$ cat config.mk
export PLATFORM = sky130hd
export DESIGN_NAME = lbc_local_bus_ctl
export DESIGN_NICKNAME = d
export VERILOG_FILES = /design/src/verilog/lbc_pkg.sv /design/src/verilog/lbc_local_bus_ctl.sv
export SDC_FILE = /design/constraint.sdc
export NUM_CORES = 1
export LEC_CHECK = 0
export BUFFER_PORTS_ARGS = -buffer_cell sky130_fd_sc_hd__buf_4
export CAP_MARGIN = 20
export CORE_MARGIN = 1.5
export CORE_UTILIZATION = 45
export CTS_CLUSTER_SIZE = 24
export DETAILED_ROUTE_END_ITERATION = 10
export HOLD_SLACK_MARGIN = 0.12
export PLACE_DENSITY = 0.7
export SYNTH_ARGS = -nofsm -noshare
export SYNTH_HDL_FRONTEND = slang
export SYNTH_SLANG_ARGS = --single-unit
$ cat constraint.sdc
create_clock -name clk_i -period 3.95 [get_ports clk_i]
set_clock_uncertainty 0.2 [all_clocks]
set_input_delay 0.79 -clock clk_i [delete_from_list [all_inputs] [get_ports clk_i]]
set_output_delay 0.79 -clock clk_i [all_outputs]
set_load 0.02 [all_outputs]
$ cat src/verilog/lbc_pkg.sv
`default_nettype none
package lbc_pkg;
  // ==========================================================
  // widths and fixed values
  localparam int unsigned AD_W = 16;
  localparam int unsigned SELFTEST_CYCLES = 64;
  localparam logic [1:0] CHK_BURSTS = 2'h2;
  localparam logic [15:0] CHK_STEP = 16'h0010;
  localparam logic [2:0] CHK_LAST_BEAT = 3'h7;
  localparam logic [31:0] CHK_EXPECT = 32'h0000_0000;
  localparam logic STROBE_RST = 1'b1;
  localparam logic DIR_RST = 1'b1;
  localparam logic GRANT_RST = 1'b0;
  localparam logic [1:0] BE_OFF_N = 2'h3;
  localparam logic [1:0] BUF_DEPTH = 2'h2;
  // ==========================================================
  // states
  typedef enum logic [2:0] {
    BUS_IDLE = 3'h0,
    BUS_ADDR = 3'h1,
    BUS_DATA = 3'h3,
    BUS_REL = 3'h2,
    BUS_HOLD = 3'h6
  } lbc_bus_type;
  typedef enum logic [1:0] {
    INI_TEST = 2'h0,
    INI_SUM = 2'h1,
    INI_RUN = 2'h3,
    INI_FAIL = 2'h2
  } lbc_init_type;
endpackage
`default_nettype wire

$ cat src/verilog/lbc_local_bus_ctl.sv
// Notes on behaviour
// - data strobe low through every data state
// - own line drivers off all_outputs_float_test_mode read strobe asserts
// - strobe release means read data captured
// - strobe and direction high during reset
// - direction low for read/ack, high write
// - direction never changes while strobe asserted
// - no ready in data state adds wait
// - read-modify-write waits while others hold lock
// - lock on at read address, off at write
// - lock held through interrupt acknowledge
// - lock low at reset end floats everything
// - two active-low byte-lane selects per data cycle
// - final beat low in last data state
// - failure shown as final beat, selects off
// - failure held during self-test, cleared on pass
// - sixteen-word zero checksum (two eight-word bursts), failure sticks on mismatch
// - on hold request float, then acknowledge, hold
// - request withdrawn drops acknowledge, back to idle
// - grant acknowledge driven except in float mode, low in reset
// - word address advances each burst beat
// - processor tick is input clock divided two
// - write/read latched at address, stable after
`default_nettype none
module lbc_local_bus_ctl #(
  parameter int unsigned SELFTEST_CYCLES = lbc_pkg::SELFTEST_CYCLES
) (
  // clock and reset
  input wire logic clk_i,
  input wire logic rst_n_i,
  // request side
  input wire logic req_valid_i,
  output logic req_ready_o,
  input wire logic req_write_i,
  input wire logic req_rmw_i,
  input wire logic req_inta_i,
  input wire logic [2:0] req_last_beat_i,
  input wire logic [15:0] req_addr_i,
  input wire logic [15:0] req_wdata_i,
  input wire logic [1:0] req_be_n_i,
  input wire logic selftest_ok_i,
  // read data side
  output logic rd_valid_o,
  input wire logic rd_ready_i,
  output logic [15:0] rd_data_o,
  // bus pins
  input wire logic [15:0] ad_i,
  output logic [15:0] ad_o,
  output logic ad_oe_o,
  output logic data_strobe_n_o,
  output logic transfer_direction_o,
  output logic strobe_dir_oe_o,
  output logic write_read_o,
  output logic [2:0] word_address_outputs_o,
  output logic [1:0] byte_lane_selects_o,
  output logic final_beat_n_o,
  output logic bus_oe_o,
  input wire logic ready_n_i,
  input wire logic lock_n_i,
  output logic lock_n_o,
  output logic lock_oe_o,
  input wire logic hold_i,
  output logic bus_grant_ack_o,
  output logic grant_oe_o,
  output logic all_outputs_float_test_mode_o,
  output logic proc_clk_o
);
  localparam int unsigned ST_W = $clog2(SELFTEST_CYCLES + 1);
  localparam logic [ST_W-1:0] ST_LAST = ST_W'(SELFTEST_CYCLES - 1);

  if (SELFTEST_CYCLES < 1)
  begin : g_bad_selftest
    $error("self-test length must be at least one tick");
  end

  typedef struct packed {
    logic phase;
    logic first;
    logic float_all;
    lbc_pkg::lbc_init_type mode;
    logic [ST_W-1:0] st_cnt;
    lbc_pkg::lbc_bus_type state;
    logic pend;
    logic wr;
    logic read_modify_write_sequence;
    logic inta;
    logic intern;
    logic [2:0] beats;
    logic [2:0] wa;
    logic [15:0] addr;
    logic [15:0] wdata;
    logic [1:0] be_n;
    logic lock_on;
    logic [1:0] chk_idx;
    logic [31:0] sum;
    logic [15:0] b0;
    logic [15:0] b1;
    logic [1:0] cnt;
    logic strobe_n;
    logic dir;
    logic [15:0] ad;
    logic ad_oe;
    logic [1:0] be_out;
    logic final_n;
    logic bus_oe;
    logic sd_oe;
    logic grant;
    logic goe;
    logic rv;
    logic req_rdy;
  } lbc_state_type;

  lbc_state_type s_ff;
  lbc_state_type nxt_s;

  // ==========================================================
  // pin synchronisers
  // no reset here: the lock level must be seen at the first edge after release
  logic lk_s1_ff, lk_s2_ff, hold_s1_ff, hold_s2_ff, rdy_s1_ff, rdy_s2_ff;
  logic [15:0] ad_s1_ff, ad_s2_ff;

  always_ff @(posedge clk_i)
  begin
    lk_s1_ff <= lock_n_i;
    lk_s2_ff <= lk_s1_ff;
    hold_s1_ff <= hold_i;
    hold_s2_ff <= hold_s1_ff;
    rdy_s1_ff <= ready_n_i;
    rdy_s2_ff <= rdy_s1_ff;
    ad_s1_ff <= ad_i;
    ad_s2_ff <= ad_s1_ff;
  end

  // ==========================================================
  // sequencer
  logic foreign_lock, beat_ok, push, pop, fail;

  always_comb
  begin
    nxt_s = s_ff;
    push = 1'b0;
    nxt_s.phase = ~s_ff.phase;
    nxt_s.first = 1'b1;
    if (!s_ff.first)
      nxt_s.float_all = ~lk_s2_ff;
    foreign_lock = ~lk_s2_ff & ~s_ff.lock_on;
    pop = (s_ff.cnt != 2'h0) & rd_ready_i;
    beat_ok = ~rdy_s2_ff & (s_ff.wr | s_ff.intern | (s_ff.cnt != lbc_pkg::BUF_DEPTH));
    if (s_ff.phase && s_ff.first && !s_ff.float_all)
    begin
      if (s_ff.mode == lbc_pkg::INI_TEST)
      begin
        nxt_s.st_cnt = s_ff.st_cnt + 1'b1;
        if (s_ff.st_cnt == ST_LAST)
          nxt_s.mode = selftest_ok_i ? lbc_pkg::INI_SUM : lbc_pkg::INI_FAIL;
      end
      unique case (s_ff.state)
        lbc_pkg::BUS_IDLE:
        begin
          if (req_valid_i && s_ff.req_rdy)
          begin
            nxt_s.pend = 1'b1;
            nxt_s.wr = req_write_i & ~req_rmw_i & ~req_inta_i;
            nxt_s.read_modify_write_sequence = req_rmw_i;
            nxt_s.inta = req_inta_i & ~req_rmw_i;
            nxt_s.intern = 1'b0;
            nxt_s.beats = (req_rmw_i | req_inta_i | req_write_i) ? 3'h0 : req_last_beat_i;
            nxt_s.wa = req_addr_i[3:1];
            nxt_s.addr = req_addr_i;
            nxt_s.wdata = req_wdata_i;
            nxt_s.be_n = req_be_n_i;
          end
          else if (s_ff.pend)
          begin
            if (!(s_ff.read_modify_write_sequence && foreign_lock))
            begin
              nxt_s.pend = 1'b0;
              nxt_s.state = lbc_pkg::BUS_ADDR;
              nxt_s.lock_on = s_ff.read_modify_write_sequence | s_ff.inta;
            end
          end
          else if (hold_s2_ff)
            nxt_s.state = lbc_pkg::BUS_REL;
          else if (s_ff.mode == lbc_pkg::INI_SUM)
          begin
            if (s_ff.chk_idx == lbc_pkg::CHK_BURSTS)
              nxt_s.mode = (s_ff.sum == lbc_pkg::CHK_EXPECT) ? lbc_pkg::INI_RUN : lbc_pkg::INI_FAIL;
            else
            begin
              nxt_s.state = lbc_pkg::BUS_ADDR;
              nxt_s.wr = 1'b0;
              nxt_s.read_modify_write_sequence = 1'b0;
              nxt_s.inta = 1'b0;
              nxt_s.intern = 1'b1;
              nxt_s.beats = lbc_pkg::CHK_LAST_BEAT;
              nxt_s.wa = 3'h0;
              nxt_s.addr = 16'(s_ff.chk_idx * lbc_pkg::CHK_STEP);
              nxt_s.be_n = 2'h0;
              nxt_s.chk_idx = s_ff.chk_idx + 2'h1;
            end
          end
        end
        lbc_pkg::BUS_ADDR:
          nxt_s.state = lbc_pkg::BUS_DATA;
        lbc_pkg::BUS_DATA:
        begin
          if (beat_ok)
          begin
            if (s_ff.intern)
              nxt_s.sum = s_ff.sum + (s_ff.wa[0] ? {ad_s2_ff, 16'h0000} : {16'h0000, ad_s2_ff});
            else if (!s_ff.wr)
              push = 1'b1;
            if (s_ff.beats != 3'h0)
            begin
              nxt_s.beats = s_ff.beats - 3'h1;
              nxt_s.wa = s_ff.wa + 3'h1;
            end
            else if (s_ff.read_modify_write_sequence && !s_ff.wr)
            begin
              nxt_s.state = lbc_pkg::BUS_ADDR;
              nxt_s.wr = 1'b1;
              nxt_s.lock_on = 1'b0;
            end
            else
            begin
              nxt_s.state = lbc_pkg::BUS_IDLE;
              nxt_s.lock_on = 1'b0;
            end
          end
        end
        lbc_pkg::BUS_REL:
          nxt_s.state = lbc_pkg::BUS_HOLD;
        lbc_pkg::BUS_HOLD:
          if (!hold_s2_ff)
            nxt_s.state = lbc_pkg::BUS_IDLE;
        default:
          nxt_s.state = lbc_pkg::BUS_IDLE;
      endcase
    end
    // two-entry read buffer; a full buffer stretches the data state
    if (pop)
    begin
      nxt_s.b0 = s_ff.b1;
      nxt_s.cnt = s_ff.cnt - 2'h1;
    end
    if (push)
    begin
      if (nxt_s.cnt == 2'h0)
        nxt_s.b0 = ad_s2_ff;
      else
        nxt_s.b1 = ad_s2_ff;
      nxt_s.cnt = nxt_s.cnt + 2'h1;
    end
    // registered pin values
    fail = (nxt_s.mode == lbc_pkg::INI_TEST) | (nxt_s.mode == lbc_pkg::INI_FAIL);
    nxt_s.strobe_n = nxt_s.state != lbc_pkg::BUS_DATA;
    if (nxt_s.state == lbc_pkg::BUS_ADDR)
      nxt_s.dir = nxt_s.wr;
    nxt_s.ad = (nxt_s.state == lbc_pkg::BUS_ADDR) ? nxt_s.addr : nxt_s.wdata;
    nxt_s.ad_oe = ~nxt_s.float_all & ((nxt_s.state == lbc_pkg::BUS_ADDR)
                  | ((nxt_s.state == lbc_pkg::BUS_DATA) & nxt_s.wr));
    nxt_s.be_out = (nxt_s.state == lbc_pkg::BUS_DATA) ? nxt_s.be_n : lbc_pkg::BE_OFF_N;
    nxt_s.final_n = ~(fail | ((nxt_s.state == lbc_pkg::BUS_DATA) & (nxt_s.beats == 3'h0)));
    nxt_s.sd_oe = ~nxt_s.float_all & (nxt_s.state != lbc_pkg::BUS_REL) & (nxt_s.state != lbc_pkg::BUS_HOLD);
    nxt_s.bus_oe = nxt_s.sd_oe;
    nxt_s.grant = nxt_s.state == lbc_pkg::BUS_HOLD;
    nxt_s.goe = ~nxt_s.float_all;
    nxt_s.rv = nxt_s.cnt != 2'h0;
    nxt_s.req_rdy = nxt_s.phase & (nxt_s.state == lbc_pkg::BUS_IDLE) & ~nxt_s.pend
                    & (nxt_s.mode == lbc_pkg::INI_RUN) & ~nxt_s.float_all;
  end

  always_ff @(posedge clk_i or negedge rst_n_i)
  begin
    if (!rst_n_i)
    begin
      s_ff <= '0;
      s_ff.strobe_n <= lbc_pkg::STROBE_RST;
      s_ff.dir <= lbc_pkg::DIR_RST;
      s_ff.sd_oe <= 1'b1;
      s_ff.final_n <= 1'b1;
      s_ff.be_out <= lbc_pkg::BE_OFF_N;
      s_ff.grant <= lbc_pkg::GRANT_RST;
      s_ff.goe <= 1'b1;
    end
    else
      s_ff <= nxt_s;
  end

  // ==========================================================
  // outputs
  assign req_ready_o = s_ff.req_rdy;
  assign rd_valid_o = s_ff.rv;
  assign rd_data_o = s_ff.b0;
  assign ad_o = s_ff.ad;
  assign ad_oe_o = s_ff.ad_oe;
  assign data_strobe_n_o = s_ff.strobe_n;
  assign transfer_direction_o = s_ff.dir;
  assign strobe_dir_oe_o = s_ff.sd_oe;
  assign write_read_o = s_ff.dir;
  assign word_address_outputs_o = s_ff.wa;
  assign byte_lane_selects_o = s_ff.be_out;
  assign final_beat_n_o = s_ff.final_n;
  assign bus_oe_o = s_ff.bus_oe;
  assign lock_n_o = 1'b0;
  assign lock_oe_o = s_ff.lock_on;
  assign bus_grant_ack_o = s_ff.grant;
  assign grant_oe_o = s_ff.goe;
  assign all_outputs_float_test_mode_o = s_ff.float_all;
  assign proc_clk_o = s_ff.phase;
endmodule
`default_nettype wire

**Word-level counts from Yosys, hierarchy flattened**

Cells that the tools add are included.

- Register bits: 195
- Logic and storage cells: 214

- Multiplexer cells: 73
- Equal/unequal tests: 29
- Bitwise operators: 37
- Reductions and logical operators: 26
- Add/sub/neg operators: 7

Operators with widths:

| kind | count |
|---|---|
| $mux W32 | 4 |
| $mux W26 | 4 |
| $mux W92 | 1 |
| $mux W16 | 5 |
| $mux W34 | 2 |
| $mux W2 | 20 |
| $mux W3 | 11 |
| $add A32 B32 Y32 | 1 |
| $logic_not A32 Y1 | 1 |
| $mux W27 | 1 |
| $mux W1 | 17 |
| $ne A2 B2 Y1 const B | 8 |
| $and A1 B1 Y1 | 15 |
| $ne A3 B3 Y1 const B | 5 |
| $pmux W3 S5 | 1 |
| $not A1 Y1 | 14 |
| $reduce_and A7 Y1 | 2 |
| $mux W6 | 2 |
| $pmux W6 S2 | 1 |
| $eq A3 B2 Y1 const B | 3 |
| $logic_not A3 Y1 | 3 |
| $mux W9 | 1 |
| $or A1 B1 Y1 | 8 |
| $reduce_and A8 Y1 | 1 |
| other kinds (22) | 41 |

**Depth between registers and ports, before layout**

- Depth after elaboration: 15
- Mapped depth: 12
- Depth with buffers taken out: 11

**Least setup slack after synthesis**

Ideal clock, no wire load.

- Path kind: register -> register
- Start: reg s_ff (netlist bit word_address_outputs_o[0])
- End: reg s_ff[92] (netlist name)
- Setup slack: 0.924 ns
- Period minus slack after synthesis: 3.026 ns
- Path buffers: 1
- Arrival time: 2.701 ns
- Stages on the path, launching flop included: 13
- Cells stage by stage: dfrtp_1 -> clkbuf_1 -> nor2b_1 -> ha_1 -> inv_1 -> fa_1 -> nand2b_1 -> a21oi_1 -> o21ai_0 -> a211oi_1 -> o211a_1 -> o21ai_0 -> mux2_2

- Cells in the longest elaborated chain, start to end: 2

Ends and longest elaborated chain:

| what | RTL line | source |
|---|---|---|
| start: declaration | lbc_local_bus_ctl.sv:113 | `lbc_state_type s_ff;` |
| start signal: assignment | lbc_local_bus_ctl.sv:287 | `s_ff <= nxt_s;` |
| $mux W32 | lbc_local_bus_ctl.sv:210 | `nxt_s.sum = s_ff.sum + (s_ff.wa[0] ? {ad_s2_ff, 16'h0000} : {16'h0000, ad_s2_ff});` |
| $add A32 B32 Y32 | lbc_local_bus_ctl.sv:210 |  |

Every way passes these cells.
A chain may end at the register's enable or synchronous reset.

**Final worst setup path**

Same ends and word-level chain as after synthesis.

==> impl_metrics.json <==
{
  "ctsHoldBuffers": 0,
  "tns_ns": 0,
  "firstDrtPassIters": 5,
  "syn_inst": 926,
  "path_class": "register to register",
  "drcViolationCount": 0,
  "min_period_ns": 3.290,
  "fin_cells": 1286,
  "grt_pass1_vias": 6887,
  "drt_first_iter_violations": 357,
  "max_slew.worst_pin.slew_ns": 0.7230,
  "core_sq_mm": 0.02102,
  "post_drt_via_cell_ratio": 5.425,
  "finalWirelength_mm": 22.24,
  "ant_nets": 0,
  "dpl.hpwl_mm": 16.26,
  "syn-cell-area_sq_mm": 0.009628,
  "avgSynthCellArea_sq_um": 10.40,
  "grt_overflow": 0,
  "finalNetCount": 1102,
  "core.rowCount": 53,
  "worstHoldPathCells": 0,
  "ys_warn_count": 0,
  "ios": 116,
  "reg2reg_depth": 10,
  "synth_nets": 1030,
  "rsz0062_at_grt": "no",
  "port-buffer-count": 114,
  "yosys_register_bits": 195,
  "arrival_ns": 3.42,
  "ys_async_sr_fraction_pct": 80.51,
  "num_vias": 6977,
  "areaGrowthSynthToFinish_pct": 15.53,
  "grt_use_total_pct": 20.76,
  "maxSlewViolCount": 0,
  "die_w_um": 149.3,
  "status": "finished clean",
  "cts.path.max_buffers": 2,
  "cp-start-kind": "register",
  "antenna_found_initial": 0,
  "grt_max_degree": 75,
  "die_h_um": 149.3,
  "cts_repair_resize_count": 0,
  "dpl.cell_count": 1254,
  "initial_core_util_pct": 45.80,
  "yosysSeqAreaShare_pct": 48.80,
  "fmax_mhz": 303.9,
  "ir_drop_v": 0.0002979,
  "relSlewSlack_pct": 51.80,
  "cts_buffers": 17,
  "clk_pin_slew_ns": 0.08,
  "antenna_cells": 0,
  "crit_fanout": 29,
  "place_congestion": 0.8684,
  "totalPowerFinal_w": 0.006336,
  "die_area_sq_mm": 0.02228,
  "synth_edf_count": 0,
  "min_period_over_period_pct": 83.29,
  "postCtsSetupBuffers": 0,
  "setup_violations": 0,
  "hold_viol": 0,
  "p_leak_nw": 5.358,
  "hp-class": "register to register",
  "cts_sinks": 195,
  "ys_types": 68,
  "synth_flop_cell": "dfrtp_1",
  "cts_htree_levels": 4,
  "clk_latency_ns": 0.44,
  "power_density_mw_per_mm2": 569.6,
  "drive_above_1_share_pct": 24.13,
  "required_ns": 4.08,
  "end_kind": "register",
  "root_buffer": "clkbuf_16",
  "max_cap_violations": 0,
  "cts_tree": "yes",
  "grt_pass1_wl_mm": 35.96,
  "wl_per_cell_um": 17.30
}
## worst paths after layout
kind                                                start                endpoint  slack [ns]
worst max-delay path            word_address_outputs_o[0]                s_ff[92]        0.66
worst min-delay path                         ad_s1_ff[13]            ad_s2_ff[13]        0.12
worst max register to register  word_address_outputs_o[0]                s_ff[92]        0.66
worst min register to register               ad_s1_ff[13]            ad_s2_ff[13]        0.12
max in group asynchronous                         rst_n_i  byte_lane_selects_o[1]        2.55
min in group asynchronous                         rst_n_i                s_ff[91]        0.16
## placed cells by master (no fill, tap or decap), types with 21 or more instances in the layout
cell type / synthesis / final
a21oi_1: 70 / 70
inv_1: 21 / 21
nand2_1: 74 / 74
o21ai_0: 55 / 55
ha_1: 39 / 39
mux2_2: 43 / 43
buf_4: 42 / 126
nor2_1: 53 / 52
dfxtp_1: 38 / 38
dfrtp_1: 150 / 150
## metrics by stage
step                hold WS [ns]  utilization, %  worst slack, ns  instance area [sq um]
floorplan                 0.1096               -           0.9239                   9628
global placement          0.1099           49.87           0.7038                  10480
detailed placement        0.1132           49.87           0.7139                  10480
CTS                       0.1206           52.91           0.6805                  11120
global route              0.1206           52.91           0.4702                  11120
finish                    0.1200           52.91           0.6599                  11120
## kinds of logic (layout without fill, tap and decap cells)
kind of cell | after synthesis | count (layout) | synth area share (%)
buffers and inverters | 97 | 182 | 5.757
AOI/OAI and AO/OA | 219 | 219 | 14.28
adders and majority gates | 40 | 40 | 5.276
other | 2 | 2 | 0.07800
DFF | 195 | 195 | 48.80
and+or+nand+nor | 267 | 267 | 14.14
xor gates and xnor gates | 33 | 33 | 3.002
muxes | 73 | 73 | 8.668
## synth_stat cells, types with 6 or more instances
cell,n,share of area [%]
inv_1,21,0.82
a21o_1,14,1.1
mux2_4,10,1.6
o211ai_1,6,0.47
nand2_1,74,2.9
a21oi_1,70,3.6
or2_2,8,0.52
mux2i_1,20,2.1
nor2b_1,21,1.4
nand2b_1,7,0.45
a22o_1,19,1.7
a31oi_1,7,0.45
nand4_1,11,0.71
nor4_1,10,0.65
nor2_1,53,2.1
ha_1,39,5.1
xor2_1,18,1.6
nor3_1,15,0.78
and3_1,12,0.78
buf_4,42,3.3
and2_1,20,1.3
buf_2,7,0.36
nand3_1,16,0.83
clkbuf_1,24,0.94
o21ai_0,55,2.9
dfxtp_1,38,7.9
dfstp_2,7,1.9
xnor2_1,15,1.4
dfrtp_1,150,39
mux2_2,43,5.0
## report_power, final
part           internal, W  switching, W
logic             0.000827       0.00117
registers          0.00225      0.000255
clock network     0.000940      0.000896
## registers in the layout, summed over array words and instances, names as in the netlist, 2 cells and up
signal,flops
byte_lane_selects_o,2
word_address_outputs_o,3
rd_data_o,16
ad_o,16
ad_s1_ff,16
ad_s2_ff,16
s_ff,107
## layout make-up
class	count	area (sq um)
clock buffer	17	425.4
sequential	195	4698
multi-input combinational	634	4380
inverter	22	82.58
timing repair buffer	128	977.2
clock inverter	15	215.2
tap	275	344.1
fill	1829	9898
## critical path, stage by stage (launching register included)
cell and delay [ns]:
dfrtp_1 0.40, buf_4 0.29, nor2b_1 0.09, ha_1 0.42, nand4_1 0.18, o221ai_1 0.36, a31oi_1 0.18, a211oi_1 0.50
o211a_1 0.19, o21ai_0 0.09, mux2_2 0.28
## layer usage
metal	wire length, um	global-route usage, %	vias to the layer above
met4	427	6.584	0
met1	9985	27.39	3393
met2	10660	33.66	170
met3	1175	4.954	30
li1	-	-	3384
met5	0	0	-
(Power assumes the default switching activity.)
